<file path="src/rfp_pkg.sv">
// package: constants, types and register map of the regulator fault protection block
// Contract
// - power-on input masked from shutdown start until sequence done plus hold-off delay
// - hold-off select 00 none, 01 1.5 ms, 10 5.0 ms, 11 10 ms; default 00
// - undervoltage, overvoltage, overcurrent watched per regulator while monitoring is active
// - active-low interrupt output asserts for each unmasked fault latch
// - fault configuration returns to defaults on every power up; host reprograms it
// - keep-on bit per regulator and fault type: 0 disables, 1 keeps running
// - overcurrent accepted after 1.0 ms debounce; disabling regulator turns off at once
// - over/undervoltage pass a filter; disable only after 300 us further persistence
// - auto-restore 0 keeps regulator off after fault clears; 1 restores it
// - host toggling enable off then on re-enables a regulator left off
// - auto-restore acts 500 us after fault clears; overcurrent removal debounced 1.0 ms
// - auto-restore decides recovery whatever the hardware enable pin level
// - each protected fault event increments shared tally unless equal to limit; events in the same cycle add only one
// - host reads and resets tally; tally reaching limit starts power down
// - limit loaded from one-time default at power up; limit 0 disables tally shutdown
// - fault starts fault timer; clearing resets it; expiry starts power down
// - timer codes 0..11 give 1..1024, 2056 ms; 12..14 reserved, 15 disables
// - ignore bit per regulator and fault type, 1 bypasses; defaults from one-time bits
// - ignored fault never counts, times, disables regulator or drops power good
// - ignored fault still sets its latch and interrupt unless masked
// - fault latches set on event, readable always, cleared by writing one
package rfp_pkg;
  localparam int NREG = 3;
  localparam int NCH = 9;
  // one bit per regulator for each fault type; uv in [2:0], ov [5:3], oc [8:6]
  typedef struct packed {
    logic [2:0] oc;
    logic [2:0] ov;
    logic [2:0] uv;
  } rfp_fault_t;
  typedef struct packed {
    logic [3:0] tally_limit;
    logic [3:0] timer_sel;
    logic [1:0] holdoff_sel;
  } rfp_otp_t;
  // reference tick
  localparam int CLK_MHZ = 20;
  localparam int TICK_US = 1;
  localparam int TICK_CYCLES = CLK_MHZ * TICK_US;
  localparam int MS_US = 1000;
  // durations in microseconds, counted in ticks
  localparam int OC_DEBOUNCE_US = 1000;
  localparam int OVUV_FILTER_US = 10;
  localparam int OVUV_PERSIST_US = 300;
  localparam int RESTORE_US = 500;
  localparam int HOLD_1_US = 1500;
  localparam int HOLD_2_US = 5000;
  localparam int HOLD_3_US = 10000;
  localparam int OC_DEBOUNCE_TICKS = OC_DEBOUNCE_US / TICK_US;
  localparam int OVUV_FILTER_TICKS = OVUV_FILTER_US / TICK_US;
  localparam int OVUV_PERSIST_TICKS = OVUV_PERSIST_US / TICK_US;
  localparam int RESTORE_TICKS = RESTORE_US / TICK_US;
  // fault timer
  localparam logic [3:0] TIMER_LAST_CODE = 4'hb;
  localparam logic [11:0] TIMER_TOP_MS = 12'h808;
  // register byte offsets
  localparam logic [7:0] ADDR_CTRL = 8'h00;
  localparam logic [7:0] ADDR_KEEP = 8'h04;
  localparam logic [7:0] ADDR_IGNORE = 8'h08;
  localparam logic [7:0] ADDR_FLAG = 8'h0c;
  localparam logic [7:0] ADDR_MASK = 8'h10;
  localparam logic [7:0] ADDR_STATUS = 8'h14;
  localparam logic [7:0] ADDR_TALLY = 8'h18;
  localparam logic [7:0] ADDR_ENABLE = 8'h1c;
  // field positions
  localparam int CTRL_HOLD_LSB = 0;
  localparam int CTRL_TIMER_LSB = 4;
  localparam int CTRL_LIMIT_LSB = 8;
  localparam int KEEP_RESTORE_LSB = 16;
  localparam int STATUS_EN_LSB = 16;
  localparam int STATUS_STATE_LSB = 20;
  // reset values
  localparam logic [1:0] HOLD_RESET = 2'h0;
  localparam logic [3:0] TIMER_RESET = 4'hf;
  localparam logic [3:0] LIMIT_RESET = 4'h0;
  localparam logic [8:0] KEEP_RESET = 9'h000;
  localparam logic [2:0] RESTORE_RESET = 3'h0;
  localparam logic [8:0] IGNORE_RESET = 9'h000;
  localparam logic [8:0] MASK_RESET = 9'h000;
  localparam logic [2:0] ENABLE_RESET = 3'h0;
endpackage

</file>
<file path="src/rfp_fault_protect.sv">
// module: regulator fault protection with apb register access
//
// Added by the designer: register access over APB and the register offsets.
`timescale 1ns/1ps
module rfp_fault_protect (
  input wire logic pclk,
  input wire logic presetn,
  input wire logic psel,
  input wire logic penable,
  input wire logic pwrite,
  input wire logic [7:0] paddr,
  input wire logic [31:0] pwdata,
  output logic [31:0] prdata,
  output logic pready,
  output logic pslverr,
  input wire logic power_on_input,
  input wire logic [2:0] hw_regulator_enable,
  input wire rfp_pkg::rfp_fault_t fault_cond,
  input wire logic monitor_active,
  input wire logic power_up_start,
  input wire rfp_pkg::rfp_otp_t otp_cfg,
  input wire logic [8:0] otp_ignore,
  input wire logic pd_seq_start,
  input wire logic pd_seq_done,
  output logic power_on_gated,
  output logic shutdown_req,
  output logic [2:0] regulator_en,
  output logic [2:0] power_good_out,
  output logic irq_out_n
);
  import rfp_pkg::*;

  typedef enum logic [1:0] {ST_IDLE, ST_SEQ, ST_HOLD} rfp_state_t;

  // synchronisers for pins
  logic [13:0] sync1_reg;
  logic [13:0] sync2_reg;
  logic pon_s;
  logic [2:0] hwen_s;
  logic [8:0] cond_s;
  always_ff @(posedge pclk or negedge presetn) begin
    if (!presetn) begin
      sync1_reg <= 14'h0000;
      sync2_reg <= 14'h0000;
    end else begin
      sync1_reg <= {power_on_input, hw_regulator_enable, fault_cond, monitor_active};
      sync2_reg <= sync1_reg;
    end
  end
  assign pon_s = sync2_reg[13];
  assign hwen_s = sync2_reg[12:10];
  assign cond_s = sync2_reg[9:1] & {NCH{sync2_reg[0]}};

  // reference ticks
  logic [4:0] pre_reg;
  logic [9:0] ms_pre_reg;
  logic tick;
  logic ms_tick;
  logic [8:0] prot_active;
  assign tick = (pre_reg == 5'(TICK_CYCLES - 1));
  assign ms_tick = tick && (ms_pre_reg == 10'(MS_US - 1));
  always_ff @(posedge pclk or negedge presetn) begin
    if (!presetn) begin
      pre_reg <= 5'h00;
      ms_pre_reg <= 10'h000;
    end else begin
      pre_reg <= tick ? 5'h00 : pre_reg + 5'h01;
      if (prot_active == 9'h000) begin
        ms_pre_reg <= 10'h000;
      end else if (tick) begin
        ms_pre_reg <= (ms_pre_reg == 10'(MS_US - 1)) ? 10'h000 : ms_pre_reg + 10'h001;
      end
    end
  end

  // configuration registers
  logic [1:0] hold_sel_reg;
  logic [3:0] timer_sel_reg;
  logic [3:0] limit_reg;
  logic [8:0] keep_reg;
  logic [2:0] restore_reg;
  logic [8:0] ignore_reg;
  logic [8:0] mask_reg;
  logic [2:0] sw_en_reg;
  logic [8:0] flag_reg;
  logic [3:0] tally_reg;

  logic wr;
  logic rd_setup;
  assign wr = psel && penable && pwrite;
  assign rd_setup = psel && !penable;

  always_ff @(posedge pclk or negedge presetn) begin
    if (!presetn) begin
      hold_sel_reg <= HOLD_RESET;
      timer_sel_reg <= TIMER_RESET;
      limit_reg <= LIMIT_RESET;
      keep_reg <= KEEP_RESET;
      restore_reg <= RESTORE_RESET;
      ignore_reg <= IGNORE_RESET;
      mask_reg <= MASK_RESET;
      sw_en_reg <= ENABLE_RESET;
    end else if (power_up_start) begin
      hold_sel_reg <= otp_cfg.holdoff_sel;
      timer_sel_reg <= otp_cfg.timer_sel;
      limit_reg <= otp_cfg.tally_limit;
      keep_reg <= KEEP_RESET;
      restore_reg <= RESTORE_RESET;
      ignore_reg <= otp_ignore;
      mask_reg <= MASK_RESET;
    end else if (wr) begin
      case (paddr)
        ADDR_CTRL: begin
          timer_sel_reg <= pwdata[CTRL_TIMER_LSB +: 4];
          limit_reg <= pwdata[CTRL_LIMIT_LSB +: 4];
        end
        ADDR_KEEP: begin
          keep_reg <= pwdata[8:0];
          restore_reg <= pwdata[KEEP_RESTORE_LSB +: 3];
        end
        ADDR_IGNORE: ignore_reg <= pwdata[8:0];
        ADDR_MASK: mask_reg <= pwdata[8:0];
        ADDR_ENABLE: sw_en_reg <= pwdata[2:0];
        default: begin
        end
      endcase
    end
  end

  // per channel debounce, filter and persistence
  logic [8:0] det;
  logic [8:0] trip;
  logic [8:0] det_d_reg;
  genvar gi;
  generate
    for (gi = 0; gi < NCH; gi++) begin : g_ch
      localparam bit IS_OC = (gi >= 6);
      localparam logic [10:0] FILT = IS_OC ? 11'(OC_DEBOUNCE_TICKS) : 11'(OVUV_FILTER_TICKS);
      logic [10:0] fcnt_reg;
      logic [8:0] pcnt_reg;
      logic det_reg;
      always_ff @(posedge pclk or negedge presetn) begin
        if (!presetn) begin
          fcnt_reg <= 11'h000;
          det_reg <= 1'b0;
        end else if (cond_s[gi] == det_reg) begin
          fcnt_reg <= 11'h000;
        end else if (tick) begin
          if (fcnt_reg >= FILT - 11'h001) begin
            det_reg <= cond_s[gi];
            fcnt_reg <= 11'h000;
          end else begin
            fcnt_reg <= fcnt_reg + 11'h001;
          end
        end
      end
      always_ff @(posedge pclk or negedge presetn) begin
        if (!presetn) begin
          pcnt_reg <= 9'h000;
        end else if (!det_reg) begin
          pcnt_reg <= 9'h000;
        end else if (tick && pcnt_reg <= 9'(OVUV_PERSIST_TICKS)) begin
          pcnt_reg <= pcnt_reg + 9'h001;
        end
      end
      assign det[gi] = det_reg;
      // overcurrent trips on acceptance, voltage faults after persisting
      assign trip[gi] = IS_OC ? det_reg : (pcnt_reg > 9'(OVUV_PERSIST_TICKS));
    end
  endgenerate

  always_ff @(posedge pclk or negedge presetn) begin
    if (!presetn) begin
      det_d_reg <= 9'h000;
    end else begin
      det_d_reg <= det;
    end
  end

  logic [8:0] event_all;
  logic [8:0] prot_event;
  assign event_all = det & ~det_d_reg;
  assign prot_active = det & ~ignore_reg;
  assign prot_event = event_all & ~ignore_reg;

  // fault latches, write one to clear, set wins
  always_ff @(posedge pclk or negedge presetn) begin
    if (!presetn) begin
      flag_reg <= 9'h000;
    end else begin
      flag_reg <= (flag_reg & ~((wr && paddr == ADDR_FLAG) ? pwdata[8:0] : 9'h000))
                  | event_all;
    end
  end

  logic irq_reg;
  always_ff @(posedge pclk or negedge presetn) begin
    if (!presetn) begin
      irq_reg <= 1'b0;
    end else begin
      irq_reg <= |(flag_reg & ~mask_reg);
    end
  end
  assign irq_out_n = !irq_reg;

  // regulator disable and recovery
  logic [2:0] disable_hit;
  logic [2:0] reg_det;
  logic [2:0] request;
  logic [2:0] request_d_reg;
  logic [2:0] fault_off_reg;
  logic [2:0] pg_reg;
  logic [8:0] trip_off;
  assign trip_off = trip & ~ignore_reg & ~keep_reg;
  assign request = sw_en_reg | hwen_s;
  generate
    for (gi = 0; gi < NREG; gi++) begin : g_reg
      logic [8:0] rcnt_reg;
      logic off_reg;
      assign fault_off_reg[gi] = off_reg;
      assign disable_hit[gi] = trip_off[gi] | trip_off[gi + 3] | trip_off[gi + 6];
      assign reg_det[gi] = det[gi] | det[gi + 3] | det[gi + 6];
      always_ff @(posedge pclk or negedge presetn) begin
        if (!presetn) begin
          rcnt_reg <= 9'h000;
        end else if (!fault_off_reg[gi] || reg_det[gi] || !restore_reg[gi]) begin
          rcnt_reg <= 9'h000;
        end else if (tick && rcnt_reg < 9'(RESTORE_TICKS)) begin
          rcnt_reg <= rcnt_reg + 9'h001;
        end
      end
      always_ff @(posedge pclk or negedge presetn) begin
        if (!presetn) begin
          off_reg <= 1'b0;
        end else if (disable_hit[gi]) begin
          off_reg <= 1'b1;
        end else if (restore_reg[gi] && rcnt_reg == 9'(RESTORE_TICKS)) begin
          off_reg <= 1'b0;
        end else if (!restore_reg[gi] && request_d_reg[gi] && !request[gi]) begin
          off_reg <= 1'b0;
        end
      end
    end
  endgenerate

  always_ff @(posedge pclk or negedge presetn) begin
    if (!presetn) begin
      request_d_reg <= 3'h0;
      pg_reg <= 3'h0;
    end else begin
      request_d_reg <= request;
      pg_reg <= request & ~fault_off_reg & ~(prot_active[2:0] | prot_active[5:3]);
    end
  end
  assign regulator_en = request & ~fault_off_reg;
  assign power_good_out = pg_reg;

  // shared fault tally
  logic tally_wr;
  logic tally_hit;
  assign tally_wr = wr && paddr == ADDR_TALLY;
  assign tally_hit = (limit_reg != 4'h0) && (tally_reg == limit_reg);
  always_ff @(posedge pclk or negedge presetn) begin
    if (!presetn) begin
      tally_reg <= 4'h0;
    end else if (|prot_event) begin
      if (tally_reg != limit_reg) begin
        tally_reg <= tally_reg + 4'h1;
      end
    end else if (tally_wr) begin
      tally_reg <= pwdata[3:0];
    end
  end

  // fault timer
  logic [11:0] ftimer_reg;
  logic [11:0] timer_len;
  logic timer_on;
  logic timer_expire;
  always_comb begin
    if (timer_sel_reg == TIMER_LAST_CODE) begin
      timer_len = TIMER_TOP_MS;
    end else begin
      timer_len = 12'h001 << timer_sel_reg;
    end
  end
  assign timer_on = timer_sel_reg <= TIMER_LAST_CODE;
  assign timer_expire = timer_on && (ftimer_reg >= timer_len);
  always_ff @(posedge pclk or negedge presetn) begin
    if (!presetn) begin
      ftimer_reg <= 12'h000;
    end else if (prot_active == 9'h000) begin
      ftimer_reg <= 12'h000;
    end else if (ms_tick && !timer_expire) begin
      ftimer_reg <= ftimer_reg + 12'h001;
    end
  end

  // shutdown request and power-on hold-off
  rfp_state_t state_reg;
  logic [13:0] hcnt_reg;
  logic [13:0] hold_len;
  logic trigger;
  logic trigger_d_reg;
  always_comb begin
    case (hold_sel_reg)
      2'h1: hold_len = 14'(HOLD_1_US / TICK_US);
      2'h2: hold_len = 14'(HOLD_2_US / TICK_US);
      2'h3: hold_len = 14'(HOLD_3_US / TICK_US);
      default: hold_len = 14'h0000;
    endcase
  end
  assign trigger = tally_hit || timer_expire;
  always_ff @(posedge pclk or negedge presetn) begin
    if (!presetn) begin
      trigger_d_reg <= 1'b0;
      shutdown_req <= 1'b0;
    end else begin
      trigger_d_reg <= trigger;
      shutdown_req <= trigger && !trigger_d_reg && state_reg == ST_IDLE;
    end
  end
  always_ff @(posedge pclk or negedge presetn) begin
    if (!presetn) begin
      state_reg <= ST_IDLE;
      hcnt_reg <= 14'h0000;
    end else begin
      case (state_reg)
        ST_IDLE: begin
          hcnt_reg <= 14'h0000;
          if (pd_seq_start || shutdown_req) begin
            state_reg <= ST_SEQ;
          end
        end
        ST_SEQ: begin
          if (pd_seq_done) begin
            state_reg <= ST_HOLD;
          end
        end
        ST_HOLD: begin
          if (hcnt_reg >= hold_len) begin
            state_reg <= ST_IDLE;
          end else if (tick) begin
            hcnt_reg <= hcnt_reg + 14'h0001;
          end
        end
        default: state_reg <= ST_IDLE;
      endcase
    end
  end
  assign power_on_gated = pon_s && state_reg == ST_IDLE;

  // apb read path
  logic [31:0] rd_next;
  logic [31:0] rd_reg;
  logic mapped;
  always_comb begin
    rd_next = 32'h0000_0000;
    mapped = 1'b1;
    case (paddr)
      ADDR_CTRL: begin
        rd_next[CTRL_HOLD_LSB +: 2] = hold_sel_reg;
        rd_next[CTRL_TIMER_LSB +: 4] = timer_sel_reg;
        rd_next[CTRL_LIMIT_LSB +: 4] = limit_reg;
      end
      ADDR_KEEP: rd_next = {13'h0000, restore_reg, 7'h00, keep_reg};
      ADDR_IGNORE: rd_next = {23'h000000, ignore_reg};
      ADDR_FLAG: rd_next = {23'h000000, flag_reg};
      ADDR_MASK: rd_next = {23'h000000, mask_reg};
      ADDR_STATUS: begin
        rd_next[8:0] = det;
        rd_next[STATUS_EN_LSB +: 3] = regulator_en;
        rd_next[STATUS_STATE_LSB +: 2] = state_reg;
      end
      ADDR_TALLY: rd_next = {28'h0000000, tally_reg};
      ADDR_ENABLE: rd_next = {29'h00000000, sw_en_reg};
      default: mapped = 1'b0;
    endcase
  end
  always_ff @(posedge pclk or negedge presetn) begin
    if (!presetn) begin
      rd_reg <= 32'h0000_0000;
    end else if (rd_setup) begin
      rd_reg <= rd_next;
    end
  end
  assign prdata = rd_reg;
  assign pready = 1'b1;
  assign pslverr = psel && penable && !mapped;

  // checks
  a_holdoff_gate: assert property (@(posedge pclk) disable iff (!presetn)
    (state_reg != ST_IDLE) |-> !power_on_gated)
    else $error("power-on passed during hold-off");
  a_hold_length: assert property (@(posedge pclk) disable iff (!presetn)
    (state_reg == ST_HOLD && hcnt_reg < hold_len) |=> state_reg == ST_HOLD)
    else $error("hold-off ended early");
  a_irq_masked: assert property (@(posedge pclk) disable iff (!presetn)
    ((flag_reg & ~mask_reg) == 9'h000) |=> irq_out_n)
    else $error("interrupt without unmasked latch");
  a_irq_raised: assert property (@(posedge pclk) disable iff (!presetn)
    ((flag_reg & ~mask_reg) != 9'h000) |=> !irq_out_n)
    else $error("unmasked latch did not assert interrupt");
  a_cfg_reload: assert property (@(posedge pclk) disable iff (!presetn)
    power_up_start |=> keep_reg == KEEP_RESET && restore_reg == RESTORE_RESET)
    else $error("configuration not reloaded");
  a_fault_off: assert property (@(posedge pclk) disable iff (!presetn)
    (disable_hit != 3'h0) |=> (regulator_en & $past(disable_hit)) == 3'h0)
    else $error("regulator stayed on after fault");
  a_flag_set: assert property (@(posedge pclk) disable iff (!presetn)
    (event_all != 9'h000) |=> (flag_reg & $past(event_all)) == $past(event_all))
    else $error("fault latch missed event");
  a_tally_step: assert property (@(posedge pclk) disable iff (!presetn)
    (prot_event != 9'h000 && tally_reg != limit_reg) |=> tally_reg == $past(tally_reg) + 4'h1)
    else $error("tally did not step");
  a_limit_zero: assert property (@(posedge pclk) disable iff (!presetn)
    (limit_reg == 4'h0) |-> !tally_hit)
    else $error("zero limit caused shutdown");
  a_timer_clear: assert property (@(posedge pclk) disable iff (!presetn)
    (prot_active == 9'h000) |=> ftimer_reg == 12'h000)
    else $error("fault timer ran without protected fault");
  a_timer_off: assert property (@(posedge pclk) disable iff (!presetn)
    (timer_sel_reg > TIMER_LAST_CODE) |-> !timer_expire)
    else $error("disabled timer expired");
endmodule

</file>
<file path="config.mk">
export PLATFORM = sky130hd
export DESIGN_NAME = rfp_fault_protect
export DESIGN_NICKNAME = d
export VERILOG_FILES = /design/src/rfp_pkg.sv /design/src/rfp_fault_protect.sv
export SDC_FILE = /design/constraint.sdc
export NUM_CORES = 1
export LEC_CHECK = 0
export ABC_CLOCK_PERIOD_IN_PS = 5300
export BUFFER_PORTS_ARGS = -buffer_cell sky130_fd_sc_hd__buf_4
export CORE_MARGIN = 1
export CORE_UTILIZATION = 34
export CTS_BUF_LIST = sky130_fd_sc_hd__clkbuf_2
export DETAILED_ROUTE_END_ITERATION = 10
export HOLD_SLACK_MARGIN = 0.05
export SETUP_SLACK_MARGIN = 0.05
export SYNTH_ARGS = -nofsm -noshare
export SYNTH_HDL_FRONTEND = slang
export SYNTH_SLANG_ARGS = --single-unit
</file>
<file path="constraint.sdc">
create_clock -name pclk -period 5.3 [get_ports pclk]
set_input_delay 1.06 -clock pclk [delete_from_list [all_inputs] [get_ports pclk]]
set_output_delay 1.06 -clock pclk [all_outputs]
set_load 0.01 [all_outputs]
</file>
* Word level (Yosys, flattened, before mapping)
Cells that the tools add are included.
Word-level totals: register bits 354, word-level logic and storage cells 387, output and inout bits 43, bits of input ports 81
Cells by class: equal/unequal tests 41, reduce and logical (&&, ||, !) cells 101, magnitude comparators 27, bitwise logic cells 42, mux-type cells 98, $add $sub $neg 23, shifts and indexed selects 1
Operators with widths (count):
- two-way mux 11 bit | 27
- two-way mux 9 bit | 28
- adder 11 x 1 -> 11 bit (second input constant) | 9
- adder 9 x 1 -> 9 bit (second input constant) | 9
- AND 9 bit | 8
- greater-or-equal comparator 11 x 4 -> 1 bit (second input constant) | 6
- > comparator 9 bit (second input constant) | 6
- <= comparator 9 bit (second input constant) | 6
- NOT 9 bit | 5
- case mux 14 bit (3 select lines) | 1
- nonzero test 2 bit | 21
- two-way mux 12 bit | 3
- two-way mux 4 bit | 9
- AND reduction 3 bit | 12
- greater-or-equal comparator 11 x 10 -> 1 bit (second input constant) | 3
- equality test 8 x 5 -> 1 bit (second input constant) | 4
- logical AND 1 bit | 31
- two-way mux 10 bit | 3
- case mux 5 bit (6 select lines) | 1
- two-way mux 14 bit | 2
- case mux 14 bit (2 select lines) | 1
- equality test 9 bit (second input constant) | 3
- < comparator 9 bit (second input constant) | 3
- OR reduction 9 bit | 2
- 44 further kinds | 130

* Depth between registers and ports, before layout
depth in word-level cells 8, mapped depth 10, depth with buffers taken out 9

* Least setup slack after synthesis
Ideal clock, no wire load.
path kind input -> output, start point input port paddr[7], end point output port pslverr, stages 4, arrival 2.156 ns, buffers on the path 1, data required time 4.240 ns, path slack 2.084 ns, cell sequence or4_4 buf_6 or2_4 and3_1
Between the ends: word-level cells in the longest chain between the ends 5, elaborated cells on any way between the ends 12, those cells by class 7 x eq/ne; 1 x mux; 4 x reduce/logical
Ends and longest elaborated chain:
- start, declared | RTL line rfp_fault_protect.sv:11 | input wire logic [7:0] paddr,
- equality test 8 x 4 -> 1 bit, or another cell as far along | RTL line rfp_fault_protect.sv:360 | case (paddr)
- OR reduction 8 bit (no source line) *
- two-way mux 1 bit * | RTL line rfp_fault_protect.sv:360
- zero test 1 bit * | RTL line rfp_fault_protect.sv:389 | assign pslverr = psel && penable && !mapped;
- logical AND 1 bit * | RTL line rfp_fault_protect.sv:389
- end, declared | RTL line rfp_fault_protect.sv:15 | output logic pslverr,
Every way passes the cells marked *; elsewhere a longest branch is shown, timed or not.

* Worst setup path after layout
Ends and elaborated chain as after synthesis.

==> impl_metrics.yaml <==
status:
  status: "completed"
floorplanning:
  die_height_um: 232
  io_pins: 124
  core_um2: 51700
  die_w_um: 232
  rows: 83
  start_util_pct: 34.7
  dieArea_um2: 53800
sta:
  rsz0062_at_grt: "no"
  period_share_pct: 64.3
  hold_viol: 0
  finalSetupViolations: 0
  setup-tns-final_ps: 0
  max_freq_ghz: 0.294
  max-slew-margin-rel_pct: 18.1
  fin_crit_ps: 3410
  final-max-slew-violation-count: 0
  clock_skew_ps: 67.9
  tightest_slew_ps: 1220
  holdWs_ps: 223
clock_tree:
  cts.sinks: 354
  cts_root_buf: "clkbuf_2"
  hold_buffers: 15
  clk_pin_slew_ps: 130
  cts_tree: "yes"
  cts_resized: 0
  cts_setup_buffers: 0
  numCtsBuffers: 96
  clockBufferDepth: 3
  htree_levels: 3
  clk_latency_ps: 1050
global_routing:
  grt_pass1_vias: 14100
  grt_usage_pct: 16.4
  grt_start_max_net_pins: 111
  grt_pass1_wl_mm: 71.5
  overflow: 0
  antenna_found_initial: 2
cells_and_area:
  fin_area_um2: 20300
  num-nets-final: 2116
  layout.cells.non_filler: 2719
  fin_util_pct: 39.2
  largest_reg_flops: 99
  final_layout_size_suffix_gt1_share_pct: 14.3
  area_growth_syn_to_layout_pct: 12.8
synthesis:
  synth_enable_flop_cells: 0
  ys.flop_type: "dfrtp_1"
  syn_inst: 1823
  synth_seq_area_share_pct: 49.3
  postSynthAreaPerCell_um2: 9.86
  synth-seq-cells: 354
  syn_area_um2: 18000
  yosys_warnings: 0
  ys_async_sr_fraction_pct: 100
  ys_types: 83
worst_setup_path:
  crit_fanout: 7
  crit_arrival_ps: 2350
  crit_slowest_cell: "or4_4"
  end_kind: "output port"
  crit_type: "in -> out"
  required_ps: 4240
  path_common_cell: "buf_4"
  path_cells: "buf_4 -> or4_4 -> or2_4 -> and3_1 -> buf_4"
  critical_path.max_stage_delay_ps: 580
  start_kind: "primary input"
drt:
  drtPass1Iterations: 5
  vias: 14300
  drcViolationCount: 0
  wl_per_cell_um: 15.9
  first_iter_violations: 960
  ant_nets: 0
  wl_mm: 43.3
  vias_per_cell: 5.25
run:
  cap_violations: 0
placement:
  place_area_um2: 19300
  io_buffers: 90
  dp.cells: 2536
  hpwl_mm: 29.2
  gp_congestion: 0.837
hold_path:
  min_path_type: "in -> reg"
pwr:
  p_per_area_nw_per_um2: 248
  p_leak_uw: 0.00895
  ir_worst_vdd_mv: 0.100
## metal layers
metal	global-route usage [%]	routed length, um	part of all wire (%)
met5	0	0	0
met1	21.8	19700	45
met4	5.53	884	2.0
met3	3.78	2230	5.1
met2	26.1	20500	47
## placed cells by master (no fill, tap or decap), types with 8 or more instances in the layout
master,instances
and3_1,32
nand2_1,211
a22o_1,12
nor3b_1,14
ha_1,66
clkbuf_2,134
o31a_1,9
buf_4,99
or2_2,9
a41oi_1,8
mux4_2,9
nor3_1,21
xnor2_1,21
xor2_1,20
or3_1,33
conb_1,16
dfrtp_1,350
nor4_1,18
a22oi_1,10
a2111oi_0,8
o21ai_0,104
dlygate4sd3_1,15
o31ai_1,18
and2_1,56
nand2b_1,43
o2111ai_1,13
nor2_1,98
inv_1,85
o22ai_1,17
a21o_1,14
nand3_1,81
clkinv_1,25
a31oi_1,32
o21ai_1,10
mux2i_1,46
a21oi_1,97
nand4_1,35
o21a_1,12
## metrics by stage
step	worst slack, ps	total power (uW)
2_1_floorplan	2080	3010
3_3_place_gp	1900	3190
3_5_place_dp	1900	3190
4_1_cts	1890	5130
5_1_grt	1870	5320
6_report	1890	5020
## synth_stat cells, types with 43 or more instances
| cell | n | area, um^2 |
|---|---|---|
| o21ai_0 | 104 | 521 |
| nand3_1 | 81 | 405 |
| dfrtp_1 | 350 | 8760 |
| mux2i_1 | 46 | 460 |
| nand2_1 | 211 | 792 |
| inv_1 | 85 | 319 |
| nor2_1 | 98 | 368 |
| clkbuf_1 | 52 | 195 |
| and2_1 | 56 | 350 |
| a21oi_1 | 97 | 485 |
| nand2b_1 | 43 | 269 |
| ha_1 | 66 | 826 |
## cells by family (layout without fill, tap and decap cells)
group	after synthesis	count (layout)	synth area share (%)
simple gates	706	706	20.6
compound gates	423	423	15.4
flops	354	354	49.3
buf+inv	170	368	4.02
fa+ha+maj	66	66	4.60
mux	61	61	4.07
xor+xnor	41	41	2.00
other cells	2	20	0.0418
## path summary, 6_finish.rpt
path	from	to	slack, ps	cells after the start
max	paddr[7]	pslverr	1890	5
min	otp_cfg[0]	hold_sel_reg[0]$_DFFE_PN0P_	220	3
max reg2reg	timer_sel_reg[1]$_DFFE_PN1P_	ftimer_reg[5]$_DFFE_PN0P_	2140	8
min reg2reg	sync1_reg[6]$_DFF_PN0_	sync2_reg[6]$_DFF_PN0_	340	0
max in group asynchronous	presetn	prdata[2]$_DFFE_PN0P_	3460	3
min in group asynchronous	presetn	ms_pre_reg[3]$_DFFE_PN0P_	680	2
## power breakdown
group	internal, uW	switching (uW)
Combinational	128	228
Sequential	2740	49.0
Clock	726	1150
## worst max-delay path: cells and delay by family
kind	cells	cell delay (ps)
buf+inv	2	240
simple gates	3	1050
## cell type report
cell class | count | area, um^2
Antenna cell | 4 | 10.0
Clock buffer | 134 | 671
Clock inverter | 30 | 148
Fill cell | 5190 | 31500
Inverter | 87 | 327
Multi-Input combinational cell | 1313 | 8450
Sequential cell | 354 | 8860
Tap cell | 680 | 851
Timing Repair Buffer | 117 | 948
Power figures use the tool's default switching activity.
